==> src/pkg/lpw_pkg.sv <==
package lpw_pkg;

   // -------------------------------------------------------------------
   // register offsets (byte addresses, one word each)
   // -------------------------------------------------------------------
   localparam logic [3:0] OFS_CONFIG = 4'h0;  // power_unit_config_reg
   localparam logic [3:0] OFS_FLAG = 4'h4;    // power_unit_flag_reg
   localparam logic [3:0] OFS_MODE = 4'h8;    // power_unit_mode_reg
   localparam logic [3:0] OFS_CTRL = 4'hC;    // power_control_reg

   // -------------------------------------------------------------------
   // field positions
   // -------------------------------------------------------------------
   localparam int CFG_SLEEP = 7;
   localparam int CFG_SUSPEND = 6;
   localparam int CFG_CLEAR = 5;
   localparam int CFG_PIN_FLAG = 4;
   localparam int MODE_WAKE_OUT = 6;
   localparam int MODE_MON_OFF = 5;
   localparam int CTRL_STOP = 1;
   localparam int CTRL_IDLE = 0;

   localparam logic [3:0] SRC_MASK_RESET = 4'h0;
   localparam logic [7:0] MODE_RESET = 8'h00;
   localparam logic [7:0] MODE_USED = 8'hE0;
   localparam logic [31:0] RD_ZERO = 32'h0000_0000;

   // -------------------------------------------------------------------
   // timing
   // -------------------------------------------------------------------
   localparam int CLK_MHZ = 250;
   localparam int PIN_WAIT_US = 15;
   localparam int PIN_WAIT_CYC = PIN_WAIT_US * CLK_MHZ;
   localparam int FLAG_HOLD_CYC = 2;
   localparam int OSC_START_CYC = 4;
   localparam logic [31:0] RESET_VECTOR = 32'h0000_0000;

   typedef enum logic [2:0] {
      LPW_RUN = 3'b000,
      LPW_STOP = 3'b001,
      LPW_SUSPEND = 3'b010,
      LPW_SLEEP = 3'b011,
      LPW_WAKE = 3'b100
   } lpw_state_t;

   // wake events: bit0 comparator, 1 port match, 2 rtc alarm, 3 rtc fail, 4 capsense
   typedef struct packed {
      logic cap_sense;
      logic rtc_fail;
      logic rtc_alarm;
      logic port_match;
      logic cmp0_rise;
   } lpw_event_t;

   typedef struct packed {
      logic cpu_halt;
      logic precision_osc_en;
      logic all_osc_off;
      logic sysclk_gate;
      logic core_reg_off;
      logic ram_on_supply;
      logic pin_hold;
   } lpw_power_t;

endpackage

==> src/hdl/lpw_unit.sv <==
// Notes on behaviour
// - setting the stop bit enters stop once the writing instruction retires.
// - stop halts cpu and precision oscillator; other oscillators left as is.
// - only a reset ends stop; core restarts at vector zero.
// - enabled missing-clock detector resets and ends stop.
// - suspend bit six gates system clock and stops all internal oscillators.
// - during suspend all digital logic halts until an enabled wake event.
// - suspend wakes on capsense, rtc fail, rtc alarm, port match, comparator rise.
// - flags read zero for two clocks after leaving suspend.
// - short reset-pin glitch ends suspend; software waits 15 us to re-enter.
// - any reset-pin falling edge ends sleep; 15 us wait before re-entry.
// - sleep bit seven turns off core regulator, ram to supply pin.
// - digital output pins hold their levels through sleep.
// - digital input pins stay live in sleep for port match wake.
// - with wake output enabled, drive wake request low on sleep exit.
// - sleep keeps ram, registers, program counter and all volatile state.
// - sleep wakes only on rtc fail, rtc alarm, port match, comparator rise and a reset-pin falling edge.
// - mode bit five disables supply monitor; any reset then is full por.
// - reset pin is always a wake source; stay awake over 15 us.
// - flags keep updating after wake, enabled or not.
// - entry refused while any enabled flag is set.
// - clear bit clears every wake flag at once.
// - after suspend or sleep wake, execution continues at next instruction.
//
// The implementer's own choices: the register offsets and the Wishbone interface to the registers.
module lpw_unit #(
   parameter int PIN_WAIT = lpw_pkg::PIN_WAIT_CYC
) (
   input wire logic clk_i,
   input wire logic rst_i,
   // wishbone slave
   input wire logic cyc_i,
   input wire logic stb_i,
   input wire logic we_i,
   input wire logic [3:0] adr_i,
   input wire logic [3:0] sel_i,
   input wire logic [31:0] dat_i,
   output logic [31:0] dat_o,
   output logic ack_o,
   // events and pins
   input wire lpw_pkg::lpw_event_t event_i,
   input wire logic reset_pin_n_i,
   input wire logic clock_missing_i,
   input wire logic clock_monitor_en_i,
   input wire logic instr_done_i,
   // power controls
   output lpw_pkg::lpw_power_t power_o,
   output logic wake_request_o,
   output logic wake_request_oe_n_o,
   output logic internal_reset_o,
   output logic full_por_o,
   output logic supply_monitor_en_o,
   output logic resume_next_o,
   output logic [31:0] reset_vector_o,
   output logic [2:0] state_o
);

   // -------------------------------------------------------------------
   // input synchronisers
   // -------------------------------------------------------------------
   logic [4:0] ev_m_r, ev_s_r, ev_d_r;
   logic pin_m_r, pin_s_r, pin_d_r;
   logic ev_pulse_cmp;
   logic pin_fall;

   always_ff @(posedge clk_i) begin
      if (rst_i) begin
         ev_m_r <= 5'h00;
         ev_s_r <= 5'h00;
         ev_d_r <= 5'h00;
         pin_m_r <= 1'b1;
         pin_s_r <= 1'b1;
         pin_d_r <= 1'b1;
      end else begin
         ev_m_r <= event_i;
         ev_s_r <= ev_m_r;
         ev_d_r <= ev_s_r;
         pin_m_r <= reset_pin_n_i;
         pin_s_r <= pin_m_r;
         pin_d_r <= pin_s_r;
      end
   end

   // comparator wakes only on a rising edge, reset pin on a falling edge; other sources are levels
   assign ev_pulse_cmp = ev_s_r[0] & ~ev_d_r[0];
   assign pin_fall = pin_d_r & ~pin_s_r;

   // -------------------------------------------------------------------
   // state and registers
   // -------------------------------------------------------------------
   lpw_pkg::lpw_state_t state_r;
   logic [3:0] cfg_en_r;    // rtc fail, rtc alarm, port match, comparator
   logic cs_en_r;
   logic [3:0] cfg_fl_r;
   logic cs_fl_r;
   logic rst_fl_r;
   logic [7:0] mode_r;
   logic stop_r;
   logic [1:0] hold_r;
   logic [2:0] osc_r;
   logic was_suspend_r;
   logic was_sleep_r;
   logic mon_off_seen_r;

   logic wr, rd, wr_cfg, wr_flag, wr_mode, wr_ctrl;
   logic [4:0] ev_now;
   logic enter_sleep, enter_suspend, blocked;
   logic [4:0] en_now, fl_now;
   logic wake_suspend, wake_sleep;

   function automatic logic hit(input logic [3:0] a, input logic [3:0] o);
      hit = (a == o);
   endfunction

   assign wr = cyc_i & stb_i & we_i & ~ack_o & sel_i[0];
   assign rd = cyc_i & stb_i & ~we_i & ~ack_o;
   assign wr_cfg = wr & hit(adr_i, lpw_pkg::OFS_CONFIG);
   assign wr_flag = wr & hit(adr_i, lpw_pkg::OFS_FLAG);
   assign wr_mode = wr & hit(adr_i, lpw_pkg::OFS_MODE);
   assign wr_ctrl = wr & hit(adr_i, lpw_pkg::OFS_CTRL);

   assign ev_now = {ev_s_r[4:1], ev_pulse_cmp};

   // config enables used at entry are those in this very write; capsense enable is the stored one
   assign en_now = {cs_en_r, wr_cfg ? dat_i[3:0] : cfg_en_r};
   assign fl_now = {cs_fl_r, cfg_fl_r};
   assign blocked = |(en_now & fl_now) | rst_fl_r;
   assign enter_sleep = wr_cfg & dat_i[lpw_pkg::CFG_SLEEP] & ~blocked;
   assign enter_suspend = wr_cfg & dat_i[lpw_pkg::CFG_SUSPEND] & ~dat_i[lpw_pkg::CFG_SLEEP] & ~blocked;

   assign wake_suspend = |(ev_now & {cs_en_r, cfg_en_r}) | pin_fall;
   // sleep sources exclude capsense; reset pin always
   assign wake_sleep = |(ev_now[3:0] & cfg_en_r) | pin_fall;

   // -------------------------------------------------------------------
   // mode sequencer
   // -------------------------------------------------------------------
   always_ff @(posedge clk_i) begin
      if (rst_i) begin
         state_r <= lpw_pkg::LPW_RUN;
         osc_r <= 3'h0;
         was_suspend_r <= 1'b0;
         was_sleep_r <= 1'b0;
      end else begin
         case (state_r)
            lpw_pkg::LPW_RUN: begin
               // resume indication stands until the next mode entry
               if ((stop_r & instr_done_i) | enter_sleep | enter_suspend) begin
                  was_suspend_r <= 1'b0;
                  was_sleep_r <= 1'b0;
               end
               if (stop_r & instr_done_i) begin
                  state_r <= lpw_pkg::LPW_STOP;
               end else if (enter_sleep) begin
                  state_r <= lpw_pkg::LPW_SLEEP;
               end else if (enter_suspend) begin
                  state_r <= lpw_pkg::LPW_SUSPEND;
               end
            end
            lpw_pkg::LPW_STOP: state_r <= lpw_pkg::LPW_STOP;
            lpw_pkg::LPW_SUSPEND: begin
               if (wake_suspend) begin
                  state_r <= lpw_pkg::LPW_WAKE;
                  osc_r <= 3'h0;
                  was_suspend_r <= 1'b1;
               end
            end
            lpw_pkg::LPW_SLEEP: begin
               if (wake_sleep) begin
                  state_r <= lpw_pkg::LPW_RUN;
                  was_sleep_r <= 1'b1;
               end
            end
            lpw_pkg::LPW_WAKE: begin
               if (osc_r == 3'(lpw_pkg::OSC_START_CYC - 1)) begin
                  state_r <= lpw_pkg::LPW_RUN;
               end else begin
                  osc_r <= osc_r + 3'h1;
               end
            end
            default: state_r <= lpw_pkg::LPW_RUN;
         endcase
      end
   end

   // -------------------------------------------------------------------
   // registers written by software
   // -------------------------------------------------------------------
   always_ff @(posedge clk_i) begin
      if (rst_i) begin
         cfg_en_r <= lpw_pkg::SRC_MASK_RESET;
         cs_en_r <= 1'b0;
         mode_r <= lpw_pkg::MODE_RESET;
         stop_r <= 1'b0;
      end else begin
         if (wr_cfg) begin
            cfg_en_r <= dat_i[3:0];
         end
         if (wr_flag) begin
            cs_en_r <= dat_i[0];
         end
         if (wr_mode) begin
            mode_r <= dat_i[7:0] & lpw_pkg::MODE_USED;
         end
         if (wr_ctrl & dat_i[lpw_pkg::CTRL_STOP]) begin
            stop_r <= 1'b1;
         end else if (state_r == lpw_pkg::LPW_STOP) begin
            stop_r <= 1'b0;
         end
      end
   end

   // -------------------------------------------------------------------
   // wake flags
   // -------------------------------------------------------------------
   always_ff @(posedge clk_i) begin
      if (rst_i) begin
         cfg_fl_r <= 4'h0;
         cs_fl_r <= 1'b0;
         rst_fl_r <= 1'b0;
      end else if (state_r != lpw_pkg::LPW_SUSPEND) begin
         // always updated; clear all, set wins
         cfg_fl_r <= (wr_cfg & dat_i[lpw_pkg::CFG_CLEAR] ? 4'h0 : cfg_fl_r) | ev_now[3:0];
         cs_fl_r <= (wr_cfg & dat_i[lpw_pkg::CFG_CLEAR] ? 1'b0 : cs_fl_r) | ev_now[4];
         rst_fl_r <= (wr_cfg & dat_i[lpw_pkg::CFG_CLEAR] ? 1'b0 : rst_fl_r) | pin_fall;
      end else begin
         cfg_fl_r <= cfg_fl_r | ev_now[3:0];
         cs_fl_r <= cs_fl_r | ev_now[4];
         rst_fl_r <= rst_fl_r | pin_fall;
      end
   end

   // flags masked two clocks after suspend
   always_ff @(posedge clk_i) begin
      if (rst_i) begin
         hold_r <= 2'h0;
      end else if (state_r == lpw_pkg::LPW_WAKE && osc_r == 3'(lpw_pkg::OSC_START_CYC - 1)) begin
         hold_r <= 2'(lpw_pkg::FLAG_HOLD_CYC);
      end else if (hold_r != 2'h0) begin
         hold_r <= hold_r - 2'h1;
      end
   end

   // -------------------------------------------------------------------
   // supply monitor and resets
   // -------------------------------------------------------------------
   always_ff @(posedge clk_i) begin
      if (rst_i) begin
         mon_off_seen_r <= 1'b0;
      end else begin
         mon_off_seen_r <= mode_r[lpw_pkg::MODE_MON_OFF];
      end
   end

   logic reset_req;
   assign reset_req = clock_monitor_en_i & clock_missing_i;
   assign internal_reset_o = reset_req;
   // monitor disable makes resets full por
   assign supply_monitor_en_o = ~mode_r[lpw_pkg::MODE_MON_OFF];
   assign full_por_o = reset_req & mon_off_seen_r;
   assign reset_vector_o = lpw_pkg::RESET_VECTOR;
   assign resume_next_o = was_sleep_r | (was_suspend_r & (state_r == lpw_pkg::LPW_RUN));

   // -------------------------------------------------------------------
   // power controls
   // -------------------------------------------------------------------
   always_comb begin
      power_o = '0;
      case (state_r)
         lpw_pkg::LPW_RUN: power_o.precision_osc_en = 1'b1;
         lpw_pkg::LPW_STOP: power_o.cpu_halt = 1'b1;
         lpw_pkg::LPW_SUSPEND: begin
            power_o.cpu_halt = 1'b1;
            power_o.all_osc_off = 1'b1;
            power_o.sysclk_gate = 1'b1;
         end
         lpw_pkg::LPW_SLEEP: begin
            // regulator off, ram retained; pins held
            power_o.cpu_halt = 1'b1;
            power_o.all_osc_off = 1'b1;
            power_o.sysclk_gate = 1'b1;
            power_o.core_reg_off = 1'b1;
            power_o.ram_on_supply = 1'b1;
            power_o.pin_hold = 1'b1;
         end
         lpw_pkg::LPW_WAKE: begin
            power_o.cpu_halt = 1'b1;
            power_o.precision_osc_en = 1'b1;
         end
         default: power_o.cpu_halt = 1'b1;
      endcase
   end

   // wake request low on sleep exit
   always_ff @(posedge clk_i) begin
      if (rst_i) begin
         wake_request_o <= 1'b1;
      end else begin
         // high through sleep so peers see one falling edge, on exit only
         wake_request_o <= ~(state_r == lpw_pkg::LPW_SLEEP && wake_sleep);
      end
   end
   assign wake_request_oe_n_o = ~mode_r[lpw_pkg::MODE_WAKE_OUT];
   assign state_o = state_r;

   // -------------------------------------------------------------------
   // wishbone read and ack
   // -------------------------------------------------------------------
   always_ff @(posedge clk_i) begin
      if (rst_i) begin
         ack_o <= 1'b0;
         dat_o <= lpw_pkg::RD_ZERO;
      end else begin
         ack_o <= cyc_i & stb_i & ~ack_o;
         if (rd) begin
            dat_o <= lpw_pkg::RD_ZERO;
            if (hold_r == 2'h0) begin
               if (hit(adr_i, lpw_pkg::OFS_CONFIG)) begin
                  dat_o[4:0] <= {rst_fl_r, cfg_fl_r};
               end else if (hit(adr_i, lpw_pkg::OFS_FLAG)) begin
                  dat_o[0] <= cs_fl_r;
               end
            end
            if (hit(adr_i, lpw_pkg::OFS_MODE)) begin
               dat_o[7:0] <= mode_r;
            end
         end
      end
   end

   // -------------------------------------------------------------------
   // checks
   // -------------------------------------------------------------------
   a_stop_entry: assert property (@(posedge clk_i) disable iff (rst_i)
      (state_r == lpw_pkg::LPW_RUN && stop_r && instr_done_i) |=> state_r == lpw_pkg::LPW_STOP)
      else $error("stop not entered");
   a_stop_sticky: assert property (@(posedge clk_i) disable iff (rst_i)
      state_r == lpw_pkg::LPW_STOP |=> state_r == lpw_pkg::LPW_STOP)
      else $error("stop left without reset");
   a_suspend_gate: assert property (@(posedge clk_i) disable iff (rst_i)
      state_r == lpw_pkg::LPW_SUSPEND |-> power_o.sysclk_gate && power_o.all_osc_off)
      else $error("suspend clock not gated");
   a_flag_hold: assert property (@(posedge clk_i) disable iff (rst_i)
      (state_r == lpw_pkg::LPW_WAKE && $past(state_r) == lpw_pkg::LPW_WAKE && hold_r == 2'h0
       && osc_r == 3'(lpw_pkg::OSC_START_CYC - 1)) |=> hold_r != 2'h0 ##1 hold_r != 2'h0)
      else $error("flags not masked two clocks");
   a_sleep_reg: assert property (@(posedge clk_i) disable iff (rst_i)
      state_r == lpw_pkg::LPW_SLEEP |-> power_o.core_reg_off && power_o.ram_on_supply)
      else $error("sleep power wrong");
   a_pin_wake: assert property (@(posedge clk_i) disable iff (rst_i)
      (state_r == lpw_pkg::LPW_SLEEP && pin_fall) |=> state_r == lpw_pkg::LPW_RUN && !wake_request_o)
      else $error("reset pin did not wake sleep");
   a_entry_refused: assert property (@(posedge clk_i) disable iff (rst_i)
      (state_r == lpw_pkg::LPW_RUN && !(stop_r && instr_done_i) && blocked) |=> state_r == lpw_pkg::LPW_RUN)
      else $error("entered with flag set");
   a_cs_no_sleep: assert property (@(posedge clk_i) disable iff (rst_i)
      (state_r == lpw_pkg::LPW_SLEEP && (ev_now[3:0] & cfg_en_r) == 4'h0 && !pin_fall)
      |=> state_r == lpw_pkg::LPW_SLEEP)
      else $error("sleep woke on excluded source");
   a_flag_clear: assert property (@(posedge clk_i) disable iff (rst_i)
      (wr_cfg && dat_i[lpw_pkg::CFG_CLEAR] && state_r != lpw_pkg::LPW_SUSPEND && ev_now == 5'h00 && !pin_fall)
      |=> cfg_fl_r == 4'h0 && !cs_fl_r && !rst_fl_r)
      else $error("flags not cleared");

endmodule

==> config.mk <==
export PLATFORM = sky130hd
export DESIGN_NAME = lpw_unit
export DESIGN_NICKNAME = d
export VERILOG_FILES = /design/src/pkg/lpw_pkg.sv /design/src/hdl/lpw_unit.sv
export SDC_FILE = /design/constraint.sdc
export NUM_CORES = 1
export LEC_CHECK = 0
export ABC_CLOCK_PERIOD_IN_PS = 2390
export BUFFER_PORTS_ARGS = -buffer_cell sky130_fd_sc_hd__buf_2
export CORE_MARGIN = 4
export CORE_UTILIZATION = 44
export CTS_CLUSTER_DIAMETER = 80
export DETAILED_ROUTE_END_ITERATION = 10
export PLACE_DENSITY = 0.92
export SKIP_CTS_REPAIR_TIMING = 1
export SLEW_MARGIN = 25
export SYNTH_ARGS = -nofsm -noshare
export SYNTH_HDL_FRONTEND = slang
export SYNTH_SLANG_ARGS = --single-unit
==> constraint.sdc <==
create_clock -name clk_i -period 2.39 [get_ports clk_i]
set_input_delay 0.478 -clock clk_i [delete_from_list [all_inputs] [get_ports clk_i]]
set_output_delay 0.478 -clock clk_i [all_outputs]
set_load 0.03 [all_outputs]
==> run metrics <==
VDD IR max=0.000436 V; Via Count=1806; slew margin rel.=0.527; post-route ant nets=0; CTS H-tree depth=2; Buffers on Ports=50; worst skew pair latency=0.31 ns; Reg clk slew, reported paths=0.09 ns; Critical Path, Cell by Cell=nor2b_1, and2_1, buf_2; full die area=6720 sq um; register bit count reported by yosys=50; die width=82.0 um; final setup fails=0; share of cells above drive strength 1=0.220; Post-DP Area=2480 sq um; drt first pass iters=4; top post-synthesis cells by area=dfxtp_1 (42%), buf_4 (19%), nor2_1 (5.8%); CTS max path bufs=2; Detail Placement HPWL=3700 um; Pwr Density=635 nW/um^2; post-synthesis cell area=2410 sq um; gp weighted congestion=0.879; number of DRC markers in iteration 0=105; ant diodes=0; final critical-path share of the clock period=0.872; RSZ-0062 raised after global routing=no; CP Capture Type=output pin; Final nets=377; TritonCTS clock tree=done; drt wl/cell=12.1 um; Initial Util=0.462; CTS Buf Count=5; Core ar.=5200 sq um; CP max-delay cell=dfxtp_1; crit path launch type=flop; dpl cells=384; gate count of the mapped netlist=273; Final Hold Fails=0; post-synth top area share=0.416; maximum fanout along the worst path=8; Ys Warns=0; Max Cap Viol=0; setup tns final=0 ns; Final Cell Area=2590 sq um; initial antenna violation count=0; Tightest Pin Transition=0.710 ns; # rows=26; clock skew=0.00962 ns; drt drc=0; Total Routing Usage GR=0.142; synth unique cells=37; first-pass GRT wire length=7310 um; # IOs=135; clock root buffer=clkbuf_8; CP peak stage delay=0.48 ns; Syn-to-layout area delta=7.70%; Final Slew Violations=0; vias in the first global route=1681; Tightest Hold Check Type=in2reg; Post-synth EDFFs=0; most frequent cells in the layout=conb_1 (56), dfxtp_1 (50), buf_2 (50), nor2_1 (37), a21oi_1 (16); # clock sinks=50; grt ovf=0; largest net degree at the start of global routing=44; post-route insts no fill=392; Critical Path RT=1.91 ns; kind of critical path=reg2out; LEAKAGE=1.18 nW; drt total wl=4750 um; Fmax=0.480 GHz; status=complete, no violations; area leader, netlist=dfxtp_1; Critical Path AT=1.61 ns; Seq/Total Area, Yosys=0.416; Die Span Y=82.0 um; commonest non-fill, non-tap cell in the layout=conb_1; asr flop ratio synth=0; Avg Vias per Cell=4.61; top_reg_cell synth=dfxtp_1; syn avg cell area=8.81 sq um; fin crit period=2.08 ns
==> registers in the layout (all words and copies together) (netlist names), 2 cells and up <==
| register | count |
|---|---|
| mode_r | 3 |
| dat_o | 8 |
| hold_r | 2 |
| ev_m_r | 5 |
| state_o | 3 |
| osc_r | 3 |
| cfg_en_r | 4 |
| cfg_fl_r | 4 |
| ev_s_r | 5 |
==> final timing paths <==
kind                       from         end  slack [ns]  cells past startpoint
setup / recovery     state_o[1]  power_o[2]        0.31                      3
hold / removal    reset_pin_n_i     pin_m_r        0.35                      2
setup reg to reg       osc_r[0]    osc_r[2]        0.33                      6
hold reg to reg         pin_m_r     pin_s_r        0.42                      1
==> critical path, delay by kind of cell, from the launching register on <==
family / cells / cell delay [ns]
simple gates: 2 / 0.60
buf+inv: 1 / 0.22
flops: 1 / 0.48
==> metal layers <==
metal | up-vias | GRT usage | part of all wire
met5 | - | 0 | 0
met4 | 0 | 0.0748 | 0.029
met3 | 18 | 0.0493 | 0.079
met2 | 69 | 0.245 | 0.51
met1 | 837 | 0.153 | 0.38
li1 | 882 | - | -
==> synth_stat cells, types with 2 or more instances <==
library cell  count
dfxtp_1          50
buf_4            60
and2_1            3
o21ai_0           4
or2_2             4
a21oi_1          16
nor3_1            5
and3_1            2
nand2_1          15
a21o_1            2
mux2i_1          10
nand3_1           3
or3_1             3
inv_1             6
nand3b_1          4
clkbuf_1          5
nor2_1           37
ha_1              2
nand4_1           2
nor2b_1          13
a22oi_1          10
nand2b_1          2
==> cell families after synthesis <==
logic type | after synthesis | synth area share
buffers and inverters | 73 | 0.214
multiplexers | 10 | 0.0416
adder cells (fa/ha/maj) | 2 | 0.0104
AND/OR/NAND/NOR | 103 | 0.231
AO/OA/AOI/OAI | 34 | 0.0853
flip-flops | 50 | 0.416
other | 1 | 0.00156
==> where the power goes <==
group,switching [mW],internal [mW]
Combinational,0.165,0.0354
Clock,0.275,0.312
Sequential,0.00856,0.849
Total,0.449,1.20
==> final cells by class <==
type	instances	area (sq um)
Clock inverter	2	37.5
Fill cell	508	2610
Sequential cell	50	1000
Clock buffer	6	72.6
Timing Repair Buffer	53	273
Multi-Input combinational cell	205	1100
Tap cell	70	87.6
Inverter	6	22.5
==> stage by stage <==
| step | util | power (mW) | hold slack (ns) | setup WS, ns |
|---|---|---|---|---|
| 3_5_place_dp | 0.477 | 1.08 | 0.404 | 0.242 |
| 4_1_cts | 0.498 | 1.65 | 0.341 | 0.281 |
| 2_1_floorplan | - | 1.11 | 0.389 | 0.00699 |
| 3_3_place_gp | 0.477 | 1.07 | 0.393 | 0.306 |
| 5_1_grt | 0.498 | 1.71 | 0.354 | 0.158 |
| 6_report | 0.498 | 1.65 | 0.352 | 0.306 |
Note: power is estimated with default switching activity, not from simulation.
